File: src/design/pooc_pkg.sv
// What this block does
// - Enabled channel driven by software level bit
// - Enable writes buffered until commutation when enabled
// - Level writes buffered until commutation when enabled
// - Odd level in complementary mode is gated off while the even partner's level is high
// - Level reads undefined with async fault; mask (always defined here, no fault input)
// - Deadtime sample register is read-only
// - Sample pairs show the latched sense input; method 01 latches it at deadtime end
// - Sense method field selects correction scheme
// - Method 10 latches while both pair outputs off
// - Method 11 samples at half or cycle end
// - Sense method field takes effect at once
// - Low sense input means positive current
// - Polarity bit picks even or odd value register
// - Polarity bits buffered to next cycle start
// - No correction releases sense inputs as GPIO
`default_nettype none
package pooc_pkg;
    localparam logic [3:0] off_sw_output_enable = 4'h0;
    localparam logic [3:0] off_sw_output_level = 4'h4;
    localparam logic [3:0] off_deadtime_sense_sample = 4'h8;
    localparam logic [3:0] off_correction_control = 4'hc;
    localparam logic [5:0] reset_six = 6'h00;
    localparam logic [2:0] reset_three = 3'h0;
    localparam logic [1:0] reset_method = 2'h0;
    localparam int sense_method_lsb = 4;
    localparam logic [1:0] method_none = 2'h0;
    localparam logic [1:0] method_manual = 2'h1;
    localparam logic [1:0] method_deadtime = 2'h2;
    localparam logic [1:0] method_cycle = 2'h3;
endpackage : pooc_pkg
`default_nettype wire

File: src/design/pooc_sense_if.sv
`default_nettype none
interface pooc_sense_if;
    logic [2:0] sense_sample;
    logic [2:0] sense_latched;
    modport ctrl (input sense_latched, output sense_sample);
    modport capt (input sense_sample, output sense_latched);
endinterface : pooc_sense_if
`default_nettype wire

File: src/design/pooc_sense_capture.sv
`default_nettype none
module pooc_sense_capture (
    // Clock and reset
    input wire logic ref_clk,
    input wire logic srst,
    // Sense inputs and capture strobes
    input wire logic [2:0] current_sense_input,
    pooc_sense_if.capt sif
);
    typedef struct packed {
        logic [2:0] latched;
    } pooc_cap_state_type;
    pooc_cap_state_type state, next_state;

    always_comb begin
        next_state = state;
        for (int i = 0; i < 3; i++) begin
            if (sif.sense_sample[i]) begin
                next_state.latched[i] = current_sense_input[i];
            end
        end
    end

    always_ff @(posedge ref_clk) begin
        if (srst) begin
            state <= '{latched: pooc_pkg::reset_three};
        end else begin
            state <= next_state;
        end
    end

    assign sif.sense_latched = state.latched;
endmodule : pooc_sense_capture
`default_nettype wire

File: src/design/pooc_override.sv
`default_nettype none
module pooc_override (
    // Clock and reset
    input wire logic ref_clk,
    input wire logic srst,
    // Control
    input wire logic complementary_mode,
    input wire logic [5:0] active_enable,
    input wire logic [5:0] active_level,
    input wire logic [5:0] pwm_in,
    // Result
    output logic [5:0] pwm_out
);
    typedef struct packed {
        logic [5:0] out;
    } pooc_ovr_state_type;
    pooc_ovr_state_type state, next_state;

    always_comb begin
        next_state = state;
        for (int i = 0; i < 6; i++) begin
            if (!active_enable[i]) begin
                next_state.out[i] = pwm_in[i];
            end else if (complementary_mode && i[0]) begin
                next_state.out[i] = active_level[i] & ~active_level[i - 1];
            end else begin
                next_state.out[i] = active_level[i];
            end
        end
    end

    always_ff @(posedge ref_clk) begin
        if (srst) begin
            state <= '{out: pooc_pkg::reset_six};
        end else begin
            state <= next_state;
        end
    end

    assign pwm_out = state.out;
endmodule : pooc_override
`default_nettype wire

File: src/design/pooc_top.sv
// The implementer's own choices: the address map and register access over Avalon-MM.
`default_nettype none
module pooc_top (
    // Clock and reset
    input wire logic ref_clk,
    input wire logic srst,
    // Avalon-MM slave
    input wire logic [3:0] address,
    input wire logic read,
    input wire logic write,
    input wire logic [31:0] writedata,
    input wire logic [3:0] byteenable,
    output logic [31:0] readdata,
    output logic waitrequest,
    // PWM core interface
    input wire logic commutation_strobe,
    input wire logic cycle_start_strobe,
    input wire logic half_cycle_strobe,
    input wire logic center_aligned,
    input wire logic complementary_mode,
    input wire logic commutation_buffer_enable,
    input wire logic [5:0] modulated_output_n,
    input wire logic [2:0] pair_both_off,
    input wire logic [2:0] deadtime_end_strobe,
    // Pins
    input wire logic [2:0] current_sense_input,
    output logic [5:0] pwm_out,
    // Correction outputs
    output logic [1:0] sense_method,
    output logic [2:0] value_select,
    output logic [2:0] sense_current_negative,
    output logic sense_gpio_release
);
    typedef struct packed {
        logic [5:0] buf_enable;
        logic [5:0] act_enable;
        logic [5:0] buf_level;
        logic [5:0] act_level;
        logic [1:0] method;
        logic [2:0] buf_select;
        logic [2:0] act_select;
        logic [31:0] rdata;
        logic waitreq;
    } pooc_top_state_type;
    pooc_top_state_type state, next_state;

    pooc_sense_if sif ();
    logic [5:0] dt_bits;
    logic req;
    logic [2:0] sample_now;

    pooc_sense_capture u_capture (
        .ref_clk(ref_clk),
        .srst(srst),
        .current_sense_input(current_sense_input),
        .sif(sif.capt)
    );

    pooc_override u_override (
        .ref_clk(ref_clk),
        .srst(srst),
        .complementary_mode(complementary_mode),
        .active_enable(state.act_enable),
        .active_level(state.act_level),
        .pwm_in(modulated_output_n),
        .pwm_out(pwm_out)
    );

    // Taken only while waitrequest is still high, so a held request is not taken twice
    assign req = (read | write) & state.waitreq;

    // Capture strobes depend on method; no capture when correction is off
    always_comb begin
        sample_now = pooc_pkg::reset_three;
        unique case (state.method)
            pooc_pkg::method_none: sample_now = pooc_pkg::reset_three;
            pooc_pkg::method_manual: sample_now = deadtime_end_strobe;
            // Latch only inside deadtime; 0%/100% duty never raises both-off
            pooc_pkg::method_deadtime: sample_now = pair_both_off;
            pooc_pkg::method_cycle: begin
                sample_now = {3{center_aligned ? half_cycle_strobe : cycle_start_strobe}};
            end
        endcase
    end
    assign sif.sense_sample = sample_now;
    // Each pair shows its sense input on both bits
    assign dt_bits = {{2{sif.sense_latched[2]}}, {2{sif.sense_latched[1]}}, {2{sif.sense_latched[0]}}};

    always_comb begin
        next_state = state;
        // One wait state per request, then waitrequest low for one cycle
        next_state.waitreq = ~req;
        // Strobes move buffered values into active copies first
        if (!commutation_buffer_enable || commutation_strobe) begin
            next_state.act_enable = state.buf_enable;
            next_state.act_level = state.buf_level;
        end
        if (cycle_start_strobe) begin
            next_state.act_select = state.buf_select;
        end
        if (req && write && byteenable[0]) begin
            unique case (address)
                pooc_pkg::off_sw_output_enable: next_state.buf_enable = writedata[5:0];
                pooc_pkg::off_sw_output_level: next_state.buf_level = writedata[5:0];
                pooc_pkg::off_correction_control: begin
                    next_state.method = writedata[pooc_pkg::sense_method_lsb +: 2];
                    next_state.buf_select = writedata[2:0];
                end
                default: ; // Sample register ignores writes
            endcase
        end
        next_state.rdata = '0;
        if (req && read) begin
            unique case (address)
                pooc_pkg::off_sw_output_enable: next_state.rdata = {26'h0, state.buf_enable};
                // Level reads are always defined here; software may still mask
                pooc_pkg::off_sw_output_level: next_state.rdata = {26'h0, state.buf_level};
                pooc_pkg::off_deadtime_sense_sample: next_state.rdata = {26'h0, dt_bits};
                pooc_pkg::off_correction_control: begin
                    next_state.rdata = {26'h0, state.method, 1'b0, state.buf_select};
                end
                default: next_state.rdata = '0;
            endcase
        end
    end

    always_ff @(posedge ref_clk) begin
        if (srst) begin
            state <= '{waitreq: 1'b1, default: '0};
        end else begin
            state <= next_state;
        end
    end

    always_ff @(posedge ref_clk) begin
        if (srst) begin
            sense_method <= pooc_pkg::reset_method;
            value_select <= pooc_pkg::reset_three;
            sense_current_negative <= pooc_pkg::reset_three;
            sense_gpio_release <= 1'b1;
        end else begin
            sense_method <= next_state.method;
            value_select <= next_state.act_select;
            // High input means negative current
            sense_current_negative <= sif.sense_latched;
            sense_gpio_release <= (next_state.method == pooc_pkg::method_none);
        end
    end

    assign readdata = state.rdata;
    assign waitrequest = state.waitreq;
endmodule : pooc_top
`default_nettype wire

File: config.mk
export PLATFORM = sky130hd
export DESIGN_NAME = pooc_top
export DESIGN_NICKNAME = d
export VERILOG_FILES = /design/src/design/pooc_pkg.sv /design/src/design/pooc_sense_if.sv /design/src/design/pooc_sense_capture.sv /design/src/design/pooc_override.sv /design/src/design/pooc_top.sv
export SDC_FILE = /design/constraint.sdc
export NUM_CORES = 1
export LEC_CHECK = 0
export BUFFER_PORTS_ARGS = -buffer_cell sky130_fd_sc_hd__buf_2
export CAP_MARGIN = 30
export CORE_MARGIN = 8
export CORE_UTILIZATION = 50
export DETAILED_ROUTE_END_ITERATION = 12
export PLACE_DENSITY = 0.91
export RECOVER_POWER = 100
export SETUP_SLACK_MARGIN = 0.3
export SLEW_MARGIN = 0
export SYNTH_ARGS = -nofsm -noshare
export SYNTH_HDL_FRONTEND = slang
export SYNTH_SLANG_ARGS = --single-unit
File: constraint.sdc
create_clock -name ref_clk -period 2.1 [get_ports ref_clk]
set_input_delay 0.105 -clock ref_clk [delete_from_list [all_inputs] [get_ports ref_clk]]
set_output_delay 0.105 -clock ref_clk [all_outputs]
set_load 0.02 [all_outputs]
==> impl_metrics.env, run 1 <==
export IMPL_avgRoutedWirePerCell_um=14.88
export IMPL_grt_busiest_layer="met2"
export IMPL_cts_buffer_depth=2
export IMPL_ys_seq_area_share_pct=42.25
export IMPL_ys_seq_elements=52
export IMPL_antenna_left=0
export IMPL_first_pass_iters=5
export IMPL_layout_min_cycle_time_ns=1.435
export IMPL_whs_ns=0.01029
export IMPL_fmax_mhz=696.6
export IMPL_pwr_share_seq_pct=57.4
export IMPL_core_area_mm2=0.004723
export IMPL_cts_buffers=5
export IMPL_n_antenna_cell=0
export IMPL_grt_pass1_wl_um=9128
export IMPL_p_sw_share_pct=26.48
export IMPL_grt_max_degree=47
export IMPL_critPathTopFamily="simple AND/OR/NAND/NOR gates"
export IMPL_post_place_cells=376
export IMPL_cts_resized_gates=0
export IMPL_start_kind="flip-flop"
export IMPL_grt_use_met3_pct=3.875
export IMPL_vias_per_cell=5.336
export IMPL_max_slew_margin_pct=44.94
export IMPL_end_kind="flip-flop"
export IMPL_max_vdd_ir_drop_mv=0.2811
export IMPL_min_path_type="primary input to flip-flop"
export IMPL_clk_latency_ns=0.31
export IMPL_drive_gt1_share_pct=16.72
export IMPL_synthCells=280
export IMPL_die_h_um=86.20
export IMPL_vias=2049
export IMPL_required_ns=2.27
export IMPL_clock_root_buffer="clkbuf_8"
export IMPL_postCtsHoldBufs=0
export IMPL_synthArstFlopShare_pct=0
export IMPL_cp_startpoint="waitrequest"
export IMPL_drc=0
export IMPL_gr_total_overflow=0
export IMPL_areaGrowthSynthToFinish_pct=6.095
export IMPL_ys_types=35
export IMPL_start_util_pct=52.16
export IMPL_hp_start="write"
export IMPL_synth_area_mm2=0.002464
export IMPL_r2r_slack_ns=0.66
export IMPL_worstPathCellList="nand3_1 -> o21ai_0 -> a21oi_1"
export IMPL_internal_power_w=0.001283
export IMPL_placementRows=25
export IMPL_yosysMostFrequentCell="dfxtp_1"
export IMPL_status="finished clean"
export IMPL_synth_common_cells="dfxtp_1, buf_4, a21oi_1"
export IMPL_timing_final_crit_share_pct=68.36
export IMPL_power_switching_w=0.0004623
export IMPL_gp_congestion=0.8948
export IMPL_path_buf_inv=0
export IMPL_r2r_start="waitrequest"
export IMPL_htree_levels=2
export IMPL_pwr_share_comb_pct=10.6
export IMPL_nNetsFinal=381
export IMPL_synth_edf_count=0
export IMPL_tritoncts="yes"
export IMPL_cts_setup_buffers=0
export IMPL_syn_avg_cell_area_um2=8.799
export IMPL_synth_top_area_share_pct=42.25
export IMPL_cp_arrival_ns=1.61
export IMPL_yosys_top_cells_area="dfxtp_1, buf_4, a21oi_1"
export IMPL_wirelength_um=5714
export IMPL_final_util_pct=55.34
export IMPL_holdPathStages=2
export IMPL_met2_usage_pct=24.77
export IMPL_holdPathEnd="waitrequest"
export IMPL_tightest_slew_ns=0.8242
export IMPL_reg2reg_to="state[50]"
export IMPL_synth_ff_type="dfxtp_1"
export IMPL_cp_slowest_cell="nand3_1"
export IMPL_reg2reg_depth=3
export IMPL_cts_sinks=52
export IMPL_grt_antenna_before_repair=0
export IMPL_pin_count=113
export IMPL_fp_dieArea_mm2=0.007430
export IMPL_p_per_area_mw_per_mm2=667.9
export IMPL_drv_cap=0
export IMPL_fin_cells=384
export IMPL_dp_hpwl_um=4276
export IMPL_ys_warn_count=0
export IMPL_slew_viol_final=0
export IMPL_worstPathMaxFanout=18
export IMPL_track_usage_pct=15.27
export IMPL_drt_iter0_drc=385
export IMPL_skew_ns=0.01378
export IMPL_rsz0062_at_grt="false"
export IMPL_setup_viol=0
export IMPL_cts_clk_slew_worst_paths_ns=0.09
export IMPL_clkPwrFrac_pct=32.1
export IMPL_fill_cells=439
export IMPL_port_buffers=57
export IMPL_setup_tns_ns=0
export IMPL_fp_dieW_um=86.20
export IMPL_grt_pass1_vias=1931
export IMPL_cp_slowest_stage_delay_ns=0.46
export IMPL_met1_usage_pct=18.36
export IMPL_path_class="flip-flop to flip-flop"
export IMPL_p_leak_nw=0.9579
export IMPL_synth_top_cell_by_area="dfxtp_1"
export IMPL_finalHoldViolations=0
## flip-flops by register name, summed over array words and instances, names as in the netlist
register                     flops
readdata                         6
sense_current_negative           3
sense_gpio_release               1
sense_method                     2
state                           27
u_capture.sif.sense_latched      3
u_override.pwm_out               6
value_select                     3
waitrequest                      1
## cell usage in the layout (no fill, tap or decap), types with 2 or more instances in the layout
cell type | synthesis | routed
dfxtp_1 | 52 | 52
buf_2 | 5 | 35
a21oi_1 | 34 | 34
nand2_1 | 30 | 30
conb_1 | 1 | 26
clkbuf_1 | 4 | 23
nand3_1 | 22 | 22
o21ai_0 | 20 | 20
nor2_1 | 10 | 10
mux2i_1 | 9 | 9
nor2b_1 | 8 | 8
nand3b_1 | 7 | 7
mux2_2 | 5 | 5
clkbuf_8 | 0 | 5
nand2b_1 | 4 | 4
o211ai_1 | 3 | 3
and3b_1 | 3 | 3
a222oi_1 | 2 | 2
a22oi_1 | 2 | 2
## power by group through the flow
stage                     registers, W  clock network, W  logic [W]
final                          0.00100          0.000560   0.000184
after global routing           0.00100          0.000601   0.000198
after CTS                      0.00100          0.000563   0.000182
after detailed placement       0.00102                 0   0.000182
after global placement         0.00102                 0   0.000178
after floorplan                0.00103                 0   0.000157
## per-stage QoR
stage               area, um^2  power [W]  setup slack [ns]
floorplan                 2557   0.001191            0.8145
global route              2614   0.001803            0.4926
CTS                       2641   0.001747            0.7094
finish                    2614   0.001746            0.6645
global placement          2552   0.001202            0.7840
detailed placement        2552   0.001206            0.7159
## area by class of cell
class / count / area, um^2 / area share, %
multi-input cells: 199 / 1135 / 43.42
well taps: 67 / 83.83 / 3.207
flip-flops and latches: 52 / 1041 / 39.83
repair buffers: 58 / 265.3 / 10.15
clock buffers: 6 / 72.57 / 2.776
clock inverters: 2 / 16.27 / 0.6223
## worst reg2reg max path: cells and delay by family (launching register included)
family | cells | cell delay, ns
AOI/OAI and AO/OA | 2 | 0.46
DFF | 1 | 0.38
and+or+nand+nor | 1 | 0.46
## logic make-up (layout without fill, tap and decap cells)
kind of cell / Yosys count / count (layout) / synth area share, %
AND/OR/NAND/NOR: 95 / 95 / 21.99
AO/OA/AOI/OAI: 64 / 64 / 14.17
buffers and inverters: 54 / 66 / 15.49
flip-flops: 52 / 52 / 42.26
multiplexers: 14 / 14 / 5.942
other: 1 / 26 / 0.1522
## worst max path at each step
stage / end / slack [ns] / cells past startpoint
detailed placement: u_capture.sif.sense_latched[0] / 0.72 / 3
global route: state[50] / 0.49 / 3
CTS: u_capture.sif.sense_latched[0] / 0.71 / 3
floorplan: u_capture.sif.sense_latched[0] / 0.81 / 4
global placement: u_capture.sif.sense_latched[0] / 0.78 / 3
finish: state[50] / 0.66 / 3
## per-layer routing
metal	up-vias	wire length, um
met5	-	0
met4	0	157
met3	12	528
met2	119	2731
met1	935	2297
li1	983	-
Note: power is estimated with default switching activity, not from simulation.
==> run 2: changes to the inputs <==
--- a/config.mk
+++ b/config.mk
@@ -8,9 +8,9 @@
 export BUFFER_PORTS_ARGS = -buffer_cell sky130_fd_sc_hd__buf_2
 export CAP_MARGIN = 30
 export CORE_MARGIN = 8
-export CORE_UTILIZATION = 50
+export CORE_UTILIZATION = 47
 export DETAILED_ROUTE_END_ITERATION = 12
-export PLACE_DENSITY = 0.91
+export PLACE_DENSITY = 0.86
 export RECOVER_POWER = 100
 export SETUP_SLACK_MARGIN = 0.3
 export SLEW_MARGIN = 0
==> constraint.sdc (replaced) <==
create_clock -name ref_clk -period 1.34 [get_ports ref_clk]
set_input_delay 0.067 -clock ref_clk [delete_from_list [all_inputs] [get_ports ref_clk]]
set_output_delay 0.067 -clock ref_clk [all_outputs]
set_load 0.02 [all_outputs]
==> run 2 against run 1 <==
Against the previous run: the flow now finishes with violations (negative hold slack); power up 64%; register-to-register slack got worse by 0.58 ns; highest routed layer unchanged; hold slack worse by 0.015 ns; die area increased by 5.2%; clock skew is 0.0092 ns lower; non-clock buffer count grew 14; largest power group unchanged.
==> impl_metrics.env, run 2 (synthesis results as in run 1) <==
export IMPL_setup_tns_ns=0
export IMPL_start_kind="flip-flop"
export IMPL_cts_sinks=52
export IMPL_clock_root_buffer="clkbuf_8"
export IMPL_start_util_pct=48.55
export IMPL_dp_hpwl_um=4426
export IMPL_max_vdd_ir_drop_mv=0.5401
export IMPL_track_usage_pct=15.29
export IMPL_end_kind="flip-flop"
export IMPL_cts_buffer_depth=2
export IMPL_cp_slowest_cell="dfxtp_4"
export IMPL_min_path_type="primary input to flip-flop"
export IMPL_gr_total_overflow=0
export IMPL_fmax_mhz=796.6
export IMPL_cts_clk_slew_worst_paths_ns=0.09
export IMPL_vias=2213
export IMPL_regMostFlops="state"
export IMPL_post_place_cells=383
export IMPL_dr_wl_met3_um=631
export IMPL_core_area_mm2=0.005075
export IMPL_p_per_area_mw_per_mm2=989.0
export IMPL_die_h_um=88.40
export IMPL_drc=0
export IMPL_tritoncts="yes"
export IMPL_rsz0062_at_grt="true"
export IMPL_r2r_start="waitrequest"
export IMPL_grt_antenna_before_repair=0
export IMPL_cp_startpoint="waitrequest"
export IMPL_final_util_pct=56.88
export IMPL_setup_viol=0
export IMPL_grt_max_degree=36
export IMPL_n_antenna_cell=0
export IMPL_drive_gt1_share_pct=25.30
export IMPL_gp_congestion=0.8286
export IMPL_p_total_w=0.002855
export IMPL_p_leak_nw=1.060
export IMPL_largest_reg_flops=27
export IMPL_fp_dieArea_mm2=0.007815
export IMPL_fin_cells=402
export IMPL_vias_per_cell=5.505
export IMPL_clk_latency_ns=0.32
export IMPL_status="complete, but fails checks"
export IMPL_antenna_left=0
export IMPL_timing_final_crit_share_pct=93.69
export IMPL_pin_count=113
export IMPL_cp_slowest_stage_delay_ns=0.40
export IMPL_skew_ns=0.004562
export IMPL_drv_cap=0
export IMPL_violations="negative hold slack"
export IMPL_final_cell_mix="dfxtp_1, buf_2, a21oi_1, nand2_1, conb_1"
export IMPL_multi_input_comb_area_mm2=0.001264
export IMPL_first_pass_iters=6
export IMPL_avgRoutedWirePerCell_um=17.78
export IMPL_cts_buffers=5
export IMPL_placementRows=26
export IMPL_r2r_slack_ns=0.08
export IMPL_seqCellArea_mm2=0.001052
export IMPL_htree_levels=2
export IMPL_finalHoldViolations=1
export IMPL_required_ns=1.59
export IMPL_wl_met2_um=3530
export IMPL_whs_ns=-0.004283
export IMPL_areaGrowthSynthToFinish_pct=17.17
export IMPL_mostFrequentLayoutCell="dfxtp_1"
export IMPL_cp_arrival_ns=1.50
export IMPL_slew_viol_final=0
export IMPL_fill_cells=462
export IMPL_worstPathCellList="and3_4 -> clkbuf_2 -> nand3_1 -> a21oi_2"
export IMPL_reg2reg_to="sense_method[1]"
export IMPL_endpoint="sense_method[1]"
export IMPL_drt_iter0_drc=288
export IMPL_wirelength_um=7148
export IMPL_reg2reg_depth=4
export IMPL_grt_pass1_wl_um=9308
export IMPL_layout_min_cycle_time_ns=1.255
export IMPL_grt_pass1_vias=1948
export IMPL_wl_met1_um=2720
export IMPL_port_buffers=57
export IMPL_path_class="flip-flop to flip-flop"
export IMPL_worstPathMaxFanout=5
export IMPL_nNetsFinal=396
export IMPL_fp_dieW_um=88.40
export IMPL_top_layer="met4"
==> run 2: changes by cell type in the layout (fill, tap and decap cells not counted), moves of 2 or more <==
cell / delta
dfxtp_4: +3
dfxtp_1: -3
buf_4: +4
buf_2: +2
nand3_1: -10
o21ai_0: -12
buf_6: +2
o21ai_1: +11
nand3_4: +4
dlygate4sd3_1: +4
a21oi_2: +5
nand3_2: +7
a21oi_1: -5
==> run 2: routing by layer <==
layer | up-vias | GRT usage, %
met5 | - | 0
met4 | 0 | 7.373
met3 | 24 | 3.807
met2 | 148 | 26.00
met1 | 1029 | 17.44
li1 | 1012 | -
==> run 2: per-stage QoR <==
| stage | worst slack [ns] | instance area (um^2) |
|---|---|---|
| global route | 0.05774 | 2887 |
| global placement | 0.08807 | 2597 |
| CTS | 0.1269 | 2774 |
| finish | 0.08459 | 2887 |
| floorplan | 0.2098 | 2608 |
| detailed placement | 0.02912 | 2597 |
==> run 2: worst min-delay path by stage <==
stage	from	end	slack, ns	depth (start not counted)
3_3_place_gp	read	waitrequest	0.27	2
4_1_cts	modulated_output_n[1]	u_override.pwm_out[1]	0.002	3
2_1_floorplan	write	waitrequest	0.16	1
6_report	modulated_output_n[1]	u_override.pwm_out[1]	-0.004	3
3_5_place_dp	read	waitrequest	0.27	2
5_1_grt	modulated_output_n[1]	u_override.pwm_out[1]	0.003	3
==> run 2: report_power, final <==
part / internal (W) / total [W] / switching (W)
Combinational: 0.000108 / 0.000357 / 0.000249
Clock: 0.000422 / 0.000928 / 0.000506
Sequential: 0.00156 / 0.00157 / 0.0000127
Total: 0.00209 / 0.00285 / 0.000768
==> run 2: layout make-up <==
class / instances / share of cell area, %
multi-input cells: 200 / 43.78
well taps: 70 / 3.034
repair buffers: 72 / 13.61
clock buffers: 8 / 3.121
flip-flops and latches: 52 / 36.45
==> run 2: timing repair <==
| item | in CTS | in global routing |
|---|---|---|
| setup endpoints to repair | 26 | 26 |
| pin swaps | 2 | 25 |
| endpoints found under the hold margin | 3 | 0 |
| cloned | 2 | 1 |
| gates resized for setup | 11 | 43 |
| hold buffers | 4 | 0 |
| setup buffers | 0 | 4 |
==> run 2: critical path: cells and delay by family, from the launching register on <==
kind	cells	cell delay, ns
compound gates	1	0.15
buf+inv	1	0.25
flops	1	0.40
simple gates	2	0.37
